## config.mk

```make
export PLATFORM = sky130hd
export DESIGN_NAME = serial_unit
export DESIGN_NICKNAME = d
export VERILOG_FILES = /design/src/hdl/serial_unit_pkg.sv /design/src/hdl/serial_unit.sv /design/src/hdl/sync2.sv
export SDC_FILE = /design/constraint.sdc
export NUM_CORES = 1
export LEC_CHECK = 0
export ABC_AREA = 1
export BUFFER_PORTS_ARGS = -buffer_cell sky130_fd_sc_hd__buf_2
export CORE_MARGIN = 10
export CORE_UTILIZATION = 50
export CTS_CLUSTER_DIAMETER = 40
export DETAILED_ROUTE_END_ITERATION = 10
export GPL_TIMING_DRIVEN = 0
export PLACE_DENSITY = 0.67
export SYNTH_ARGS = -nofsm -noshare
export SYNTH_HDL_FRONTEND = slang
export SYNTH_HIERARCHICAL = 1
export SYNTH_SLANG_ARGS = --single-unit
export TNS_END_PERCENT = 20
```

## constraint.sdc

```tcl
create_clock -name mclk -period 5.1 [get_ports mclk]
set_input_delay 0.51 -clock mclk [delete_from_list [all_inputs] [get_ports mclk]]
set_output_delay 0.51 -clock mclk [all_outputs]
set_load 0.02 [all_outputs]
```

## src/hdl/serial_unit_pkg.sv

```systemverilog
// constants, field layouts and carriers shared by the serial unit
package serial_unit_pkg;
  // register byte offsets
  localparam logic [4:0] OFS_MODE = 5'h00;
  localparam logic [4:0] OFS_CTRL = 5'h04;
  localparam logic [4:0] OFS_STAT = 5'h08;
  localparam logic [4:0] OFS_TXD = 5'h0c;
  localparam logic [4:0] OFS_RXD = 5'h10;
  localparam logic [4:0] OFS_BAUD = 5'h14;
  // serial_mode_reg layout, bit 3 downward
  typedef struct packed {
    logic mp_format;         // bit 3: multiprocessor frame
    logic parity_odd;        // bit 2: odd parity
    logic parity_en;         // bit 1: parity bit added
    logic sync_async_select; // bit 0: 1 = clocked synchronous
  } mode_t;
  // serial_control_reg layout, bit 7 downward
  typedef struct packed {
    logic tx_empty_irq_en;     // bit 7
    logic rx_irq_en;           // bit 6
    logic tx_enable;           // bit 5
    logic rx_enable;           // bit 4
    logic tx_done_irq_en;      // bit 3
    logic id_wait_enable;      // bit 2
    logic clock_source_sel_hi; // bit 1: 1 = external clock on pin
    logic clock_source_sel_lo; // bit 0
  } ctrl_t;
  // shift clock events seen by both paths
  typedef struct packed {
    logic fall;   // sync: shift-out edge
    logic rise;   // sync: sample edge
    logic tick16; // async: 16x basic clock
  } clk_ev_t;
  // serial_status_reg bit positions
  localparam int ST_TX_ID = 0;
  localparam int ST_RX_ID = 1;
  localparam int ST_DONE = 2;
  localparam int ST_PAR = 3;
  localparam int ST_FRM = 4;
  localparam int ST_OVR = 5;
  localparam int ST_FULL = 6;
  localparam int ST_EMPTY = 7;
  // reset values
  localparam logic [3:0] MODE_RST = 4'h0;
  localparam logic [7:0] CTRL_RST = 8'h00;
  localparam logic [15:0] BAUD_RST = 16'h0003;
  // character and frame timing counts
  localparam logic [3:0] LAST_DATA_BIT = 4'h7;
  localparam logic [3:0] SAMPLE_PHASE = 4'h7;
  localparam logic [3:0] LAST_PHASE = 4'hf;
  localparam logic [3:0] FRAME_LEN_BASE = 4'ha;
  localparam logic [3:0] FRAME_LEN_EXT = 4'hb;
endpackage

```

## src/hdl/serial_unit.sv

```systemverilog
// serial unit: clocked synchronous and multiprocessor async engine with avalon slave
`timescale 1ns/1ps
module serial_unit
  import serial_unit_pkg::*;
#(
  parameter int BAUD_W = 16
) (
  // clock and reset
  input logic mclk,
  input logic rstn,
  // avalon-mm slave
  input logic [4:0] avs_address,
  input logic avs_read,
  input logic avs_write,
  input logic [31:0] avs_writedata,
  input logic [3:0] avs_byteenable,
  output logic [31:0] avs_readdata,
  output logic avs_waitrequest,
  // serial line
  output logic txd_out,
  input logic rxd_in,
  // shift clock pin, three-signal form
  input logic shift_clock_pin_in,
  output logic shift_clock_pin_out,
  output logic shift_clock_pin_oe,
  // interrupt requests
  output logic tx_empty_irq,
  output logic tx_done_irq,
  output logic rx_full_irq,
  output logic rx_fault_irq
);
  // register decode shared by every write strobe
  function automatic logic hit(input logic [4:0] a, input logic [4:0] ofs);
    return a == ofs;
  endfunction

  mode_t mode_q;               // serial_mode_reg
  ctrl_t ctrl_q;               // serial_control_reg
  logic [7:0] tx_holding_reg;  // pending transmit character
  logic [7:0] rx_holding_reg;  // last accepted character
  logic [BAUD_W-1:0] baud_q;   // divider reload value
  logic tx_holding_empty;
  logic tx_done_flag;
  logic rx_holding_full;
  logic overrun_flag;
  logic framing_fault_flag;
  logic parity_fault_flag;
  logic rx_id_bit;
  logic tx_id_bit;
  logic ack_q;                 // second cycle of an access
  logic [31:0] rdata_q;
  logic [31:0] rmux;

  // bus handshake: every access takes exactly two cycles
  logic req;
  logic acc_wr;
  logic acc_rd;
  assign req = avs_read | avs_write;
  assign avs_waitrequest = req & ~ack_q;
  assign acc_wr = avs_write & ack_q;
  assign acc_rd = avs_read & ack_q;
  assign avs_readdata = rdata_q;

  logic wr_mode;
  logic wr_ctrl;
  logic wr_stat;
  logic wr_txd;
  logic rd_rxd;
  logic wr_baud;
  assign wr_mode = acc_wr & hit(avs_address, OFS_MODE) & avs_byteenable[0];
  assign wr_ctrl = acc_wr & hit(avs_address, OFS_CTRL) & avs_byteenable[0];
  assign wr_stat = acc_wr & hit(avs_address, OFS_STAT) & avs_byteenable[0];
  assign wr_txd = acc_wr & hit(avs_address, OFS_TXD) & avs_byteenable[0];
  assign rd_rxd = acc_rd & hit(avs_address, OFS_RXD);
  assign wr_baud = acc_wr & hit(avs_address, OFS_BAUD) & (&avs_byteenable[1:0]);

  logic [7:0] stat;
  assign stat = {tx_holding_empty, rx_holding_full, overrun_flag, framing_fault_flag,
                 parity_fault_flag, tx_done_flag, rx_id_bit, tx_id_bit};

  // ack toggles so back-to-back requests still see a wait cycle
  always_ff @(posedge mclk or negedge rstn) begin
    if (!rstn) ack_q <= 1'b0;
    else ack_q <= req & ~ack_q;
  end

  // read mux, unmapped offsets read zero
  always_comb begin
    rmux = 32'h0000_0000;
    unique case (avs_address)
      OFS_MODE: rmux[3:0] = mode_q;
      OFS_CTRL: rmux[7:0] = ctrl_q;
      OFS_STAT: rmux[7:0] = stat;
      OFS_TXD: rmux[7:0] = tx_holding_reg;
      OFS_RXD: rmux[7:0] = rx_holding_reg;
      OFS_BAUD: rmux[BAUD_W-1:0] = baud_q;
      default: rmux = 32'h0000_0000;
    endcase
  end

  // read data captured in the wait cycle, stable at the ack edge
  always_ff @(posedge mclk or negedge rstn) begin
    if (!rstn) rdata_q <= 32'h0000_0000;
    else if (req & ~ack_q) rdata_q <= rmux;
  end

  // plain configuration registers
  always_ff @(posedge mclk or negedge rstn) begin
    if (!rstn) begin
      mode_q <= MODE_RST;
      baud_q <= BAUD_W'(BAUD_RST);
      tx_holding_reg <= 8'h00;
    end else begin
      if (wr_mode) mode_q <= avs_writedata[3:0];
      if (wr_baud) baud_q <= avs_writedata[BAUD_W-1:0];
      if (wr_txd) tx_holding_reg <= avs_writedata[7:0];
    end
  end

  // mode decode
  logic sync_m;     // clocked synchronous mode
  logic ext_clk;    // clock taken from pin
  logic mp_on;      // multiprocessor async format
  logic has_extra;  // async frame carries parity or id bit
  logic par_on;
  logic err_any;
  assign sync_m = mode_q.sync_async_select;
  assign ext_clk = ctrl_q.clock_source_sel_hi;
  assign mp_on = ~sync_m & mode_q.mp_format;
  assign par_on = ~sync_m & mode_q.parity_en & ~mode_q.mp_format;
  // sync frames get no extra bit
  assign has_extra = mp_on | par_on;
  assign err_any = overrun_flag | framing_fault_flag | parity_fault_flag;

  // baud divider, free running
  logic [BAUD_W-1:0] div_cnt_q;
  logic tick;
  assign tick = div_cnt_q >= baud_q;
  always_ff @(posedge mclk or negedge rstn) begin
    if (!rstn) div_cnt_q <= '0;
    else if (tick) div_cnt_q <= '0;
    else div_cnt_q <= div_cnt_q + 1'b1;
  end

  // pin clock and receive data synchronised
  logic sck_s;
  logic rxd_s;
  logic sck_d_q;
  sync2 #(.W(2)) u_sync (
    .mclk(mclk),
    .rstn(rstn),
    .din({shift_clock_pin_in, rxd_in}),
    .dout({sck_s, rxd_s})
  );
  always_ff @(posedge mclk or negedge rstn) begin
    if (!rstn) sck_d_q <= 1'b1;
    else sck_d_q <= sck_s;
  end

  // internal shift clock: toggles while a path runs, parks high
  logic sck_q;
  logic run;
  logic int_sync;
  logic tx_busy_q;
  logic rx_run;
  assign int_sync = sync_m & ~ext_clk;
  assign run = tx_busy_q | rx_run;
  // pulses only while active, idle high
  always_ff @(posedge mclk or negedge rstn) begin
    if (!rstn) sck_q <= 1'b1;
    else if (!int_sync) sck_q <= 1'b1;
    else if (tick & (run | ~sck_q)) sck_q <= ~sck_q;
  end
  // pin driven only when the unit owns the clock
  assign shift_clock_pin_out = sck_q;
  assign shift_clock_pin_oe = int_sync;

  // edge events from whichever source is selected
  clk_ev_t ev;
  assign ev.fall = sync_m & (ext_clk ? (~sck_s & sck_d_q) : (tick & sck_q & run));
  assign ev.rise = sync_m & (ext_clk ? (sck_s & ~sck_d_q) : (tick & ~sck_q));
  assign ev.tick16 = ~sync_m & (ext_clk ? (sck_s & ~sck_d_q) : tick);

  // transmit frame assembly: async bit 0 is the start bit
  logic [10:0] tx_word;
  logic tx_extra;
  logic [3:0] tx_len;
  assign tx_extra = mp_on ? tx_id_bit : (^tx_holding_reg ^ mode_q.parity_odd);
  assign tx_len = has_extra ? FRAME_LEN_EXT : FRAME_LEN_BASE;
  always_comb begin
    tx_word = {3'b000, tx_holding_reg};
    if (!sync_m) begin
      // id bit goes out as written
      tx_word = has_extra ? {1'b1, tx_extra, tx_holding_reg, 1'b0}
                          : {2'b11, tx_holding_reg, 1'b0};
    end
  end

  logic [10:0] tx_frame_q;
  logic [3:0] tx_cnt_q;
  logic [3:0] tx_phase_q;
  logic tx_last_q;  // sync: bit 7 out, waiting for final rise
  logic load_ok;
  logic tx_start;
  logic tx_bound;
  logic tx_load;
  logic tx_fin;
  assign load_ok = ctrl_q.tx_enable & ~tx_holding_empty & ~(sync_m & err_any);
  assign tx_start = ~tx_busy_q & load_ok;
  // decision point: sync bit 7 fall, async last phase of the final frame bit
  assign tx_bound = tx_busy_q & (sync_m ? (ev.fall & (tx_cnt_q == LAST_DATA_BIT))
      : (ev.tick16 & (tx_phase_q == LAST_PHASE) & (tx_cnt_q == tx_len - 4'h1)));
  assign tx_load = tx_start | (tx_bound & load_ok);
  assign tx_fin = tx_bound & ~load_ok;

  // transmit shifter
  always_ff @(posedge mclk or negedge rstn) begin
    if (!rstn) begin
      tx_busy_q <= 1'b0;
      tx_last_q <= 1'b0;
      tx_frame_q <= 11'h7ff;
      tx_cnt_q <= 4'h0;
      tx_phase_q <= 4'h0;
      txd_out <= 1'b1;
    end else if (!ctrl_q.tx_enable) begin
      // disable resets the transmitter, line idles high
      tx_busy_q <= 1'b0;
      tx_last_q <= 1'b0;
      txd_out <= 1'b1;
    end else if (tx_start) begin
      tx_busy_q <= 1'b1;
      tx_frame_q <= tx_word;
      tx_cnt_q <= 4'h0;
      tx_phase_q <= 4'h0;
    end else if (tx_busy_q & sync_m) begin
      if (ev.fall & ~tx_last_q) begin
        txd_out <= tx_frame_q[tx_cnt_q];
        if (tx_load) begin
          tx_frame_q <= tx_word;
          tx_cnt_q <= 4'h0;
        end else if (tx_fin) begin
          tx_last_q <= 1'b1;
        end else begin
          tx_cnt_q <= tx_cnt_q + 4'h1;
        end
      end
      // stop after the eighth rise, txd keeps msb
      if (ev.rise & tx_last_q) begin
        tx_busy_q <= 1'b0;
        tx_last_q <= 1'b0;
      end
    end else if (tx_busy_q & ev.tick16) begin
      // async: bit driven at phase 0, sixteen ticks per bit
      if (tx_phase_q == 4'h0) txd_out <= tx_frame_q[tx_cnt_q];
      tx_phase_q <= tx_phase_q + 4'h1;
      if (tx_load) begin
        tx_frame_q <= tx_word;
        tx_cnt_q <= 4'h0;
      end else if (tx_fin) begin
        tx_busy_q <= 1'b0;
      end else if (tx_phase_q == LAST_PHASE) begin
        tx_cnt_q <= tx_cnt_q + 4'h1;
      end
    end
  end

  // receive engine
  logic [7:0] rx_shift_reg;  // sync shift register
  logic [10:0] rx_frame_q;   // async frame, bit 0 = start
  logic [3:0] rx_cnt_q;
  logic [3:0] rx_phase_q;
  logic rx_act_q;            // async frame in progress
  logic rx_done;             // character complete this cycle
  logic [7:0] rx_data;
  logic rx_extra;
  // halted while any error flag set
  assign rx_run = ctrl_q.rx_enable & ~err_any;
  assign rx_done = sync_m ? (ev.rise & rx_run & (rx_cnt_q == LAST_DATA_BIT))
      : (ev.tick16 & rx_act_q & (rx_phase_q == SAMPLE_PHASE)
         & (rx_cnt_q == tx_len - 4'h1));
  assign rx_data = sync_m ? {rxd_s, rx_shift_reg[7:1]} : rx_frame_q[8:1];
  assign rx_extra = rx_frame_q[9];

  always_ff @(posedge mclk or negedge rstn) begin
    if (!rstn) begin
      rx_shift_reg <= 8'h00;
      rx_frame_q <= 11'h000;
      rx_cnt_q <= 4'h0;
      rx_phase_q <= 4'h0;
      rx_act_q <= 1'b0;
    end else if (sync_m) begin
      rx_act_q <= 1'b0;
      if (!rx_run) begin
        rx_cnt_q <= 4'h0;
      end else if (ev.rise) begin
        rx_shift_reg <= {rxd_s, rx_shift_reg[7:1]};
        rx_cnt_q <= (rx_cnt_q == LAST_DATA_BIT) ? 4'h0 : rx_cnt_q + 4'h1;
      end
    end else if (!rx_act_q) begin
      // wait for a start edge
      if (rx_run & ~rxd_s) begin
        rx_act_q <= 1'b1;
        rx_cnt_q <= 4'h0;
        rx_phase_q <= 4'h0;
      end
    end else if (ev.tick16) begin
      rx_phase_q <= rx_phase_q + 4'h1;
      if (rx_phase_q == SAMPLE_PHASE) begin
        rx_frame_q[rx_cnt_q] <= rxd_s;
        if (((rx_cnt_q == 4'h0) & rxd_s) | rx_done) rx_act_q <= 1'b0;
        else rx_cnt_q <= rx_cnt_q + 4'h1;
      end
    end
  end

  // receive decode
  logic pe;
  logic fe;
  logic skip;
  logic id_hit;
  assign pe = par_on & (^{rx_data, rx_extra} ^ mode_q.parity_odd);
  assign fe = ~sync_m & ~rxd_s;
  // extra bit one marks an id frame
  assign skip = mp_on & ctrl_q.id_wait_enable & ~rx_extra;
  assign id_hit = rx_done & mp_on & ctrl_q.id_wait_enable & rx_extra;

  // control register; hardware auto-clear of id wait wins
  always_ff @(posedge mclk or negedge rstn) begin
    if (!rstn) begin
      ctrl_q <= CTRL_RST;
    end else begin
      if (wr_ctrl) ctrl_q <= avs_writedata[7:0];
      if (id_hit) ctrl_q.id_wait_enable <= 1'b0;
    end
  end

  // transmit flags; hardware set placed last so it beats a clear
  always_ff @(posedge mclk or negedge rstn) begin
    if (!rstn) begin
      tx_holding_empty <= 1'b1;
      tx_done_flag <= 1'b1;
      tx_id_bit <= 1'b0;
    end else begin
      if (wr_stat) tx_id_bit <= avs_writedata[ST_TX_ID];
      if (wr_txd) tx_holding_empty <= 1'b0;
      if (tx_start) tx_done_flag <= 1'b0;
      if (tx_load) tx_holding_empty <= 1'b1;
      if (!ctrl_q.tx_enable) tx_holding_empty <= 1'b1;
      if (tx_fin) tx_done_flag <= 1'b1;
    end
  end

  // receive flags and holding register; rx disable touches none of them
  always_ff @(posedge mclk or negedge rstn) begin
    if (!rstn) begin
      rx_holding_reg <= 8'h00;
      rx_holding_full <= 1'b0;
      overrun_flag <= 1'b0;
      framing_fault_flag <= 1'b0;
      parity_fault_flag <= 1'b0;
      rx_id_bit <= 1'b0;
    end else begin
      // only software clears errors, by writing zero
      if (wr_stat) begin
        if (!avs_writedata[ST_OVR]) overrun_flag <= 1'b0;
        if (!avs_writedata[ST_FRM]) framing_fault_flag <= 1'b0;
        if (!avs_writedata[ST_PAR]) parity_fault_flag <= 1'b0;
        if (!avs_writedata[ST_FULL]) rx_holding_full <= 1'b0;
      end
      if (rd_rxd) rx_holding_full <= 1'b0;
      if (rx_done & ~skip) begin
        if (mp_on) rx_id_bit <= rx_extra;
        if (fe) framing_fault_flag <= 1'b1;
        if (pe) parity_fault_flag <= 1'b1;
        if (rx_holding_full) begin
          overrun_flag <= 1'b1;
        end else begin
          rx_holding_reg <= rx_data;
          if (!(fe | pe)) rx_holding_full <= 1'b1;
        end
      end
    end
  end

  // requests are flag and enable levels
  assign tx_empty_irq = tx_holding_empty & ctrl_q.tx_empty_irq_en;
  assign tx_done_irq = tx_done_flag & ctrl_q.tx_done_irq_en;
  assign rx_full_irq = rx_holding_full & ctrl_q.rx_irq_en;
  assign rx_fault_irq = err_any & ctrl_q.rx_irq_en;
endmodule

```

## src/hdl/sync2.sv

```systemverilog
// two-flop synchroniser for pin inputs
`timescale 1ns/1ps
module sync2 #(
  parameter int W = 1
) (
  // clock and reset
  input logic mclk,
  input logic rstn,
  // raw and synchronised levels
  input logic [W-1:0] din,
  output logic [W-1:0] dout
);
  logic [W-1:0] meta_q; // first stage, read only by the second

  // idle lines are high, so both stages reset high
  always_ff @(posedge mclk or negedge rstn) begin
    if (!rstn) begin
      meta_q <= '1;
      dout <= '1;
    end else begin
      meta_q <= din;
      dout <= meta_q;
    end
  end
endmodule

```

After elaboration in Yosys (flattened, before gate mapping)
Cells that the tools add are included.
{ "op_classes": {"bitwise": 89, "eq_ne": 33, "muxes": 100, "addsub": 6, "n_reduce_logical": 26, "magnitude_cmp": 4} }
{ "op_table": {"columns": ["cell", "n"], "rows": [
  ["$mux W4", 23],
  ["$mux W11", 6],
  ["$and A1 B1 Y1", 61],
  ["$mux W1", 61],
  ["$pmux W4 S6", 1],
  ["$pmux W4 S5", 1],
  ["$not A1 Y1", 17],
  ["$add A16 B1 Y16 const B", 1],
  ["$add A4 B1 Y4 const B", 4],
  ["$ge A16 B16 Y1", 1],
  ["$mux W16", 1],
  ["$mux W8", 2],
  ["$ne A3 B1 Y1 const B", 5],
  ["$ne A3 B2 Y1 const B", 5],
  ["$reduce_and A5 Y1", 3],
  ["$eq A4 B3 Y1 const B", 3],
  ["$reduce_and A3 Y1", 4],
  ["$reduce_and A4 Y1", 3],
  ["$bwmux W11", 1],
  ["$eq A5 B4 Y1 const B", 2],
  ["$eq A5 B5 Y1 const B", 2],
  ["$lt A4 B5 Y1 const B", 2],
  ["$mux W10", 1],
  ["$ne A3 B3 Y1 const B", 3],
  ["other kinds (23)", 45]
]} }
{ "totals": {"elab_cells": 299, "out_inout_bits": 40, "in_bits": 47, "ff_bits": 141} }

Depth between registers and ports, before layout
Gate-level depths: netlist of run 1.
{ "depth": {"ltp_word": 19, "depth_mapped": 22, "depth_no_buf": 22} }

By module
Netlist of run 1, hierarchy kept.
{ "by_module_without_submodules": {"columns": ["module", "seq_area_each_um2", "instances", "area_each_um2", "cells_per_inst"], "rows": [
  ["serial_unit", 3375.7, 1, 7417.1, 896],
  ["sync2", 105.1, 1, 105.1, 4]
]} }

Worst setup path after synthesis of run 1
OpenSTA, ideal clock, no wires.
{ "synth_path": {"kind": "reg2reg", "start": "register baud_q[1]", "end": "register rx_holding_reg[4]", "stages_incl_launch_ff": 21, "path_slack_ps": 2903, "path_buffers": 1, "synth_period_minus_slack_ps": 2197, "required_time_ps": 4983, "setup_time_ps": 117, "arrival_ps": 2080, "path_cell_list": "dfstp_2 inv_1 ha_1 nand2_1 nor2_1 nor2_1 nand2_1 nand2_1 nand2_1 nand2_2 nand2_4 nand2_4 nand2_4 nand2_4 inv_6 nand2_4 nand2_4 nand3_4 buf_6 nand2_1 o21ai_2"} }
{ "synth_via": {"elab_chain_cells": 9, "word_cells_on_any_way": 14, "classes_between": "order compare (1); mux (3); bitwise (9); reduce/logical (1)"} }
{ "synth_rtl": {"columns": ["element", "line", "rtl"], "rows": [
  ["from (decl)", "serial_unit.sv:41", "logic [BAUD_W-1:0] baud_q;"],
  ["from (signal assigned)", "serial_unit.sv:111", "baud_q <= BAUD_W'(BAUD_RST);"],
  ["from (signal assigned)", "serial_unit.sv:115", "if (wr_baud) baud_q <= avs_writedata[BAUD_W-1:0];"],
  ["$ge A16 B16 Y1 *", "serial_unit.sv:138", "assign tick = div_cnt_q >= baud_q;"],
  ["$mux W1 / $and A1 B1 Y1 (equally long branches)", "serial_unit.sv:182, serial_unit.sv:181", null],
  ["$and A1 B1 Y1 / $mux W1 (equally long branches)", "serial_unit.sv:182, serial_unit.sv:181", null],
  ["$and A1 B1 Y1 (on tied branches)", "serial_unit.sv:279, serial_unit.sv:181", null],
  ["$and A1 B1 Y1 (on tied branches)", "serial_unit.sv:279, serial_unit.sv:278", null],
  ["$and A1 B1 Y1 (on tied branches)", "serial_unit.sv:280, serial_unit.sv:278", null],
  ["$mux W1 *", "serial_unit.sv:278", "assign rx_done = sync_m ? (ev.rise & rx_run & (rx_cnt_q == LAST_DATA_BIT))"],
  ["$and A1 B1 Y1 *", "serial_unit.sv:371", "if (rx_done & ~skip) begin"],
  ["$reduce_and A2 Y1 (no line) *", null, null],
  ["to (signal assigned)", "serial_unit.sv:378", "rx_holding_reg <= rx_data;"],
  ["to (decl)", "serial_unit.sv:40", "logic [7:0] rx_holding_reg;"]
]} }
Every way passes the cells marked *; elsewhere a longest branch is shown, timed or not.
A chain may end at the register's enable or synchronous reset.

Final worst setup path of run 1
{ "layout_path": {"start": "register baud_q[1]", "end": "register tx_cnt_q[0]"} }
{ "layout_via": {"elab_chain_cells": 14, "word_cells_on_any_way": 28, "classes_between": "order compare (1); eq/ne (2); mux (9); bitwise (13); reduce/logical (3)"} }
{ "layout_rtl": {"columns": ["element", "line", "rtl"], "rows": [
  ["$ge A16 B16 Y1 *", "serial_unit.sv:138", null],
  ["$and A1 B1 Y1 (2 in series)", "serial_unit.sv:180", "assign ev.fall = sync_m & (ext_clk ? (~sck_s & sck_d_q) : (tick & sck_q & run));"],
  ["$mux W1", "serial_unit.sv:180", null],
  ["$and A1 B1 Y1", "serial_unit.sv:180", null],
  ["$and A1 B1 Y1", "serial_unit.sv:211", "assign tx_bound = tx_busy_q & (sync_m ? (ev.fall & (tx_cnt_q == LAST_DATA_BIT))"],
  ["$mux W1", "serial_unit.sv:211", null],
  ["$and A1 B1 Y1", "serial_unit.sv:211", null],
  ["$and A1 B1 Y1", "serial_unit.sv:213", "assign tx_load = tx_start | (tx_bound & load_ok);"],
  ["$or A1 B1 Y1", "serial_unit.sv:213", null],
  ["$mux W4 (on tied branches)", "serial_unit.sv:256, serial_unit.sv:238", null],
  ["$mux W4 (on tied branches)", "serial_unit.sv:252, serial_unit.sv:236", null],
  ["$mux W4", "serial_unit.sv:235", "end else if (tx_busy_q & sync_m) begin"],
  ["$mux W4", "serial_unit.sv:230", "end else if (tx_start) begin"],
  ["to (signal assigned)", "serial_unit.sv:244", "tx_cnt_q <= tx_cnt_q + 4'h1;"],
  ["to (signal assigned)", "serial_unit.sv:262", "tx_cnt_q <= tx_cnt_q + 4'h1;"],
  ["to (decl)", "serial_unit.sv:200", "logic [3:0] tx_cnt_q;"]
]} }
Every way passes the cells marked *; elsewhere a longest branch is shown, timed or not. The select of a mux whose other input is x is not followed.

==> results of run 1 <==
## power breakdown
part / switching, mW / internal [mW] / total [mW]
Clock: 0.498 / 0.624 / 1.12
Combinational: 0.188 / 0.0913 / 0.279
Sequential: 0.0350 / 1.14 / 1.18
Total: 0.721 / 1.86 / 2.58
## layer usage
metal / vias to the layer above / wire length (µm) / track usage, %
li1: 3123 / - / -
met1: 2994 / 8480 / 24.2
met2: 168 / 9020 / 31.2
met3: 38 / 1020 / 4.98
met4: 0 / 482 / 7.17
met5: - / 0 / 0
## cells in the mapped netlist, drive strengths merged
cell type | count | area share [%]
nor3 | 16 | 1.5
or2 | 1 | 0.083
nor4 | 4 | 0.53
and3 | 3 | 0.25
nand2 | 209 | 11
dfstp | 22 | 7.7
o21a | 4 | 0.40
mux2i | 5 | 0.67
xnor2 | 7 | 0.82
o21ai | 111 | 8.2
xor2 | 11 | 1.3
nand3b | 4 | 0.40
clkbuf | 15 | 0.75
clkinv | 1 | 0.050
a211oi | 1 | 0.10
a221oi | 9 | 1.0
nor3b | 7 | 0.70
inv | 112 | 5.7
buf | 24 | 2.4
nor2 | 63 | 3.2
o2111ai | 1 | 0.12
dfrtp | 116 | 39
o221ai | 1 | 0.12
a2111oi | 1 | 0.12
nand3 | 52 | 3.7
nand2b | 1 | 0.083
o22ai | 9 | 0.83
o31ai | 14 | 1.4
conb | 1 | 0.050
ha | 25 | 4.2
a22oi | 1 | 0.10
a21oi | 44 | 3.2
nand4 | 5 | 0.42
## layout make-up
type	instances	share of cell area [%]
clock inverter	13	1.10
timing repair buffer	53	3.41
clock buffer	19	5.02
buffer	39	2.78
sequential	138	40.3
multi-input combinational	625	39.7
inverter	113	5.00
tap	184	2.67
## per-stage QoR
step / total power [mW] / utilization, % / instances / setup slack, ns / instance area, µm²
2_1_floorplan: 1.36 / - / 915 / 2.90 / 7580
3_3_place_gp: 1.47 / 55.1 / 1151 / 1.54 / 8070
3_5_place_dp: 1.48 / 55.3 / 1152 / 2.47 / 8100
4_1_cts: 2.59 / 58.9 / 1184 / 2.47 / 8630
5_1_grt: 2.68 / 58.9 / 1184 / 2.27 / 8630
6_report: 2.58 / 58.9 / 1184 / 2.48 / 8630
## critical path: stages, from the launching register on
cell,delay [ns]
dfstp_2,0.52
inv_1,0.08
ha_1,0.30
nand2_1,0.05
nor2_1,0.08
nor2_1,0.04
nand2_1,0.07
nand2_1,0.05
nand2_1,0.08
nand2_2,0.08
nand3_1,0.18
nand2_1,0.14
o21ai_2,0.19
nand3_2,0.15
nand3_1,0.19
nand2_1,0.14
nand2_1,0.08
nand2_1,0.05
## kinds of logic (layout without fill, tap and decap cells)
kind of cell / after synthesis / after routing / share of synthesized area, %
and+or+nand+nor: 365 / 365 / 22.2
AOI/OAI and AO/OA: 196 / 196 / 15.6
buffers and inverters: 152 / 237 / 8.93
DFF: 138 / 138 / 46.3
adders and majority gates: 25 / 25 / 4.16
xor gates and xnor gates: 18 / 18 / 2.10
muxes: 5 / 5 / 0.665
other: 1 / 16 / 0.0499
## worst max path at each step
stage                          from                 to  slack, ns  depth (start not counted)
after floorplan           baud_q[1]  rx_holding_reg[4]       2.90                         20
after global placement         rstn       div_cnt_q[1]       1.54                          1
after detailed placement  baud_q[1]        tx_cnt_q[0]       2.47                         17
after CTS                 baud_q[1]        tx_cnt_q[0]       2.47                         17
after global routing      baud_q[1]        tx_cnt_q[1]       2.27                         19
final                     baud_q[1]        tx_cnt_q[0]       2.48                         17
==> flow_metrics.tcl, run 1 <==
set metrics [dict create \
    outcome "finished clean" \
    ctsResizeCount 0 \
    mostFrequentLayoutCells "197 x nand2_1, 116 x dfrtp_1, 103 x inv_1" \
    hpwlAfterDp_mm 14.4 \
    slew-limit-headroom_pct 52.5 \
    fin_crit_ns 2.62 \
    synthToLayoutAreaGrowth_pct 14.7 \
    cts_tree "done" \
    p_leak_nw 4.19 \
    io_buffers 52 \
    multi_input_area_um2 3430 \
    critPathRequiredTime_ns 5.42 \
    drtIter0Drc 442 \
    hp-class "in -> async" \
    htreeDepth 4 \
    viasPerCell 5.34 \
    postSynthCellCount 900 \
    crit_type "reg -> reg" \
    vias 6323 \
    crit_arrival_ns 2.94 \
    tightest_slew_ns 0.695 \
    fillers 1374 \
    ff2ff_setup_slack_ns 2.48 \
    cts_hold_buf 0 \
    gp_congestion 0.935 \
    cts_num_sinks 138 \
    drive_gt1_share_pct 18.5 \
    hold_viol_final 0 \
    ir_drop_mv 0.240 \
    finalCritPeriodShare_pct 51.5 \
    clkLatencyLatePin_ns 0.43 \
    core_area_um2 14600 \
    maxSlewViolCount 0 \
    yosysUniqueCellTypes 49 \
    grt_pass1_wl_mm 31.0 \
    path_clk_slew_ns 0.06 \
    drtAntennaViolNets 0 \
    synth_area_um2 7520 \
    yosys_register_bits 138 \
    critPathCaptureType "flop" \
    wl_per_cell_um 16.1 \
    seq_area_um2 3480 \
    final_common_cell "nand2_1" \
    worst_r2r_path_depth 17 \
    syn_area_per_cell_um2 8.36 \
    rsz0062_at_grt "false" \
    cts_inserted_buffers 17 \
    startpoint_type "flop" \
    grt_util_all_layers_pct 19.2 \
    grt_pass1_vias 6042 \
    cts_root_buf "clkbuf_16" \
    cts_buffer_depth 2 \
    cts_setup_buffers 0 \
    io_pins 87 \
    grt_remaining_overflow 0 \
    die_h_um 143 \
    fin_worst_hold_slack_ns 0.0647 \
    wl_mm 19.0 \
    r2r-end "tx_cnt_q[0]" \
    die_x_um 143 \
    grt_max_degree 77 \
    cp_max_fo 5 \
    fp.dieArea_um2 20400 \
    p_per_area_nw_per_um2 299 \
    drt_first_pass_iters 5 \
    max_freq_mhz 381 \
    yosysSeqAreaShare_pct 46.3 \
    drc 0 \
    finalNetCount 1059 \
    r2r_start "baud_q[1]" \
    ys_warn_count 6 \
    rows 44 \
    initial_core_util_pct 51.4 \
    cap_violations 0 \
    antenna_found_initial 0 \
    diodes 0 \
    setup_tns_ns 0 \
    finClkSkew_ns 0.00963 \
    final-setup-viol-count 0 \
]
Note: power is estimated with default switching activity, not from simulation.
==> inputs of run 2 (changes only) <==
Settings changed: PLACE_DENSITY 0.67 to 0.7.
Clock period 5.1 ns to 2.4 ns, I/O delays scaled along.
==> run 2 against run 1 <==
Effect of this change:
- first-iteration DRC count up 17%
- cell area increased by 5.3%
- critical path type unchanged
- the run now ends with setup timing left
- setup slack lost 2.5 ns
- global-route usage is 0.60 points higher
- maximum frequency is 6.5% higher
- critical path depth increased by 3
==> flow_metrics.tcl, run 2 (synthesis gave the netlist of run 1 again) <==
set metrics [dict create \
    hp-class "in -> reg" \
    wl_per_cell_um 16.4 \
    tightest_slew_ns 0.887 \
    viasPerCell 5.39 \
    maxSlewViolCount 0 \
    placed_area_um2 8100 \
    wl_mm 19.8 \
    cts_buffer_depth 2 \
    cts_root_buf "clkbuf_16" \
    finClkSkew_ns 0.00811 \
    critical-path-max-stage-delay_ns 0.53 \
    core_area_um2 14600 \
    slowest_stage "dfstp_2" \
    p_leak_nw 4.36 \
    drc 0 \
    io_buffers 52 \
    cts_tree "done" \
    setup_tns_ns -0.733 \
    r2r_start "baud_q[1]" \
    startpoint_type "flop" \
    fp.dieArea_um2 20400 \
    fin_crit_ns 2.46 \
    hold_viol_final 0 \
    mostFrequentLayoutCells "178 x nand2_1, 115 x dfrtp_1, 98 x inv_1" \
    path_clk_slew_ns 0.06 \
    drt_first_pass_iters 5 \
    grt_remaining_overflow 0 \
    fillers 1267 \
    max_freq_mhz 406 \
    seq_area_um2 3480 \
    multi_input_area_um2 3610 \
    drtIter0Drc 517 \
    whs_path_depth 3 \
    slew-limit-headroom_pct 39.3 \
    worstHoldStart "avs_writedata[12]" \
    critPathRequiredTime_ns 2.74 \
    ff2ff_setup_slack_ns -0.06 \
    worst_r2r_path_depth 20 \
    p_per_area_nw_per_um2 626 \
    synthToLayoutAreaGrowth_pct 20.8 \
    cp_max_fo 5 \
    pre_cts_slack_ns -0.179 \
    r2r-end "tx_frame_q[10]" \
    die_x_um 143 \
    crit_type "reg -> reg" \
    cts_inserted_buffers 17 \
    ir_drop_mv 0.544 \
    clkLatencyLatePin_ns 0.43 \
    die_h_um 143 \
    final-setup-viol-count 22 \
    design_area_um2 9090 \
    grt_max_degree 83 \
    fin_ws_ns -0.0637 \
    violations "setup timing" \
    finalNetCount 1081 \
    drtAntennaViolNets 0 \
    crit_chain "inv_2 > ha_4 > nand2_2 > nor2_1 > nor2_1 > nand2_1 > nand2_1 > nand2_1 > nand2_2 > nand2_4 > nand2_2 > nand2_2 > nand3_2 > nand2_4 > nand3_4 > nand2_4 > nand2_4 > buf_6 > nand2_2 > o21ai_2" \
    vias 6504 \
    cap_violations 0 \
    cp_common_cell "nand2_2" \
    rows 44 \
    final_common_cell "nand2_1" \
    antenna_found_initial 0 \
    drive_gt1_share_pct 24.3 \
    crit_arrival_ns 2.80 \
    grt_pass1_vias 6286 \
    htreeDepth 4 \
    initial_core_util_pct 51.4 \
    grt_pass1_wl_mm 32.2 \
    hpwlAfterDp_mm 14.2 \
    finalCritPeriodShare_pct 103 \
    worstSetupEndpoint "tx_frame_q[10]" \
    gp_congestion 0.906 \
    grt_util_all_layers_pct 19.8 \
    worstSetupStartpoint "baud_q[1]" \
    cts_num_sinks 138 \
    diodes 0 \
    critPathCaptureType "flop" \
    rsz0062_at_grt "true" \
    outcome "complete, but fails checks" \
    io_pins 87 \
]
## run 2: worst min path at each step
stage                  endpoint  slack (ns)
2_1_floorplan             ack_q       -0.06
3_3_place_gp   u_sync/meta_q[0]        0.35
3_5_place_dp      rx_phase_q[3]        0.24
4_1_cts              baud_q[12]       0.008
5_1_grt               baud_q[9]        0.02
6_report             baud_q[12]        0.01
## run 2: what timing repair did
item                       in CTS  in global routing
setup endpoints to repair      38                 47
hold endpoints to repair       55                  0
gates resized for setup        20                 50
pin swaps                      15                 24
gates cloned                    2                  0
buffers inserted               12                  6
hold buffers                    3                  0
## run 2: stage by stage
stage	cells	power [mW]	utilization (%)	hold slack, ns
floorplan	915	2.90	-	-0.0556
global placement	1151	3.12	55.1	0.346
detailed placement	1152	3.13	55.3	0.244
CTS	1201	5.71	60.9	0.00783
global route	1206	5.91	62.1	0.0154
finish	1206	5.69	62.1	0.0125
## run 2: per-layer routing
layer  track usage [%]  routed length, µm  vias up
li1                  -                  -     3169
met5                 0                  0        -
met3              5.17               1340       32
met2              30.1               9270      201
met4              6.84                357        0
met1              26.9               8840     3102
## run 2: where the power goes
part / leakage [nW] / switching (mW) / internal, mW
Sequential: 1.72 / 0.0741 / 2.43
Combinational: 2.36 / 0.415 / 0.209
Clock: 0.279 / 1.05 / 1.51
Total: 4.36 / 1.54 / 4.15
## run 2: critical path, delay by kind of cell, from the launching register on
| family | cells | cell delay [ns] |
|---|---|---|
| and+or+nand+nor | 16 | 1.32 |
| DFF | 1 | 0.53 |
| adders and majority gates | 1 | 0.26 |
| buffers and inverters | 2 | 0.21 |
| AOI/OAI and AO/OA | 1 | 0.05 |
## run 2: area by class of cell
type / count / share of cell area (%)
clock inverter: 12 / 1.27
multi-input combinational: 625 / 39.7
clock buffer: 20 / 5.13
inverter: 113 / 4.78
tap: 184 / 2.53
sequential: 138 / 38.3
buffer: 38 / 2.63
timing repair buffer: 76 / 5.68
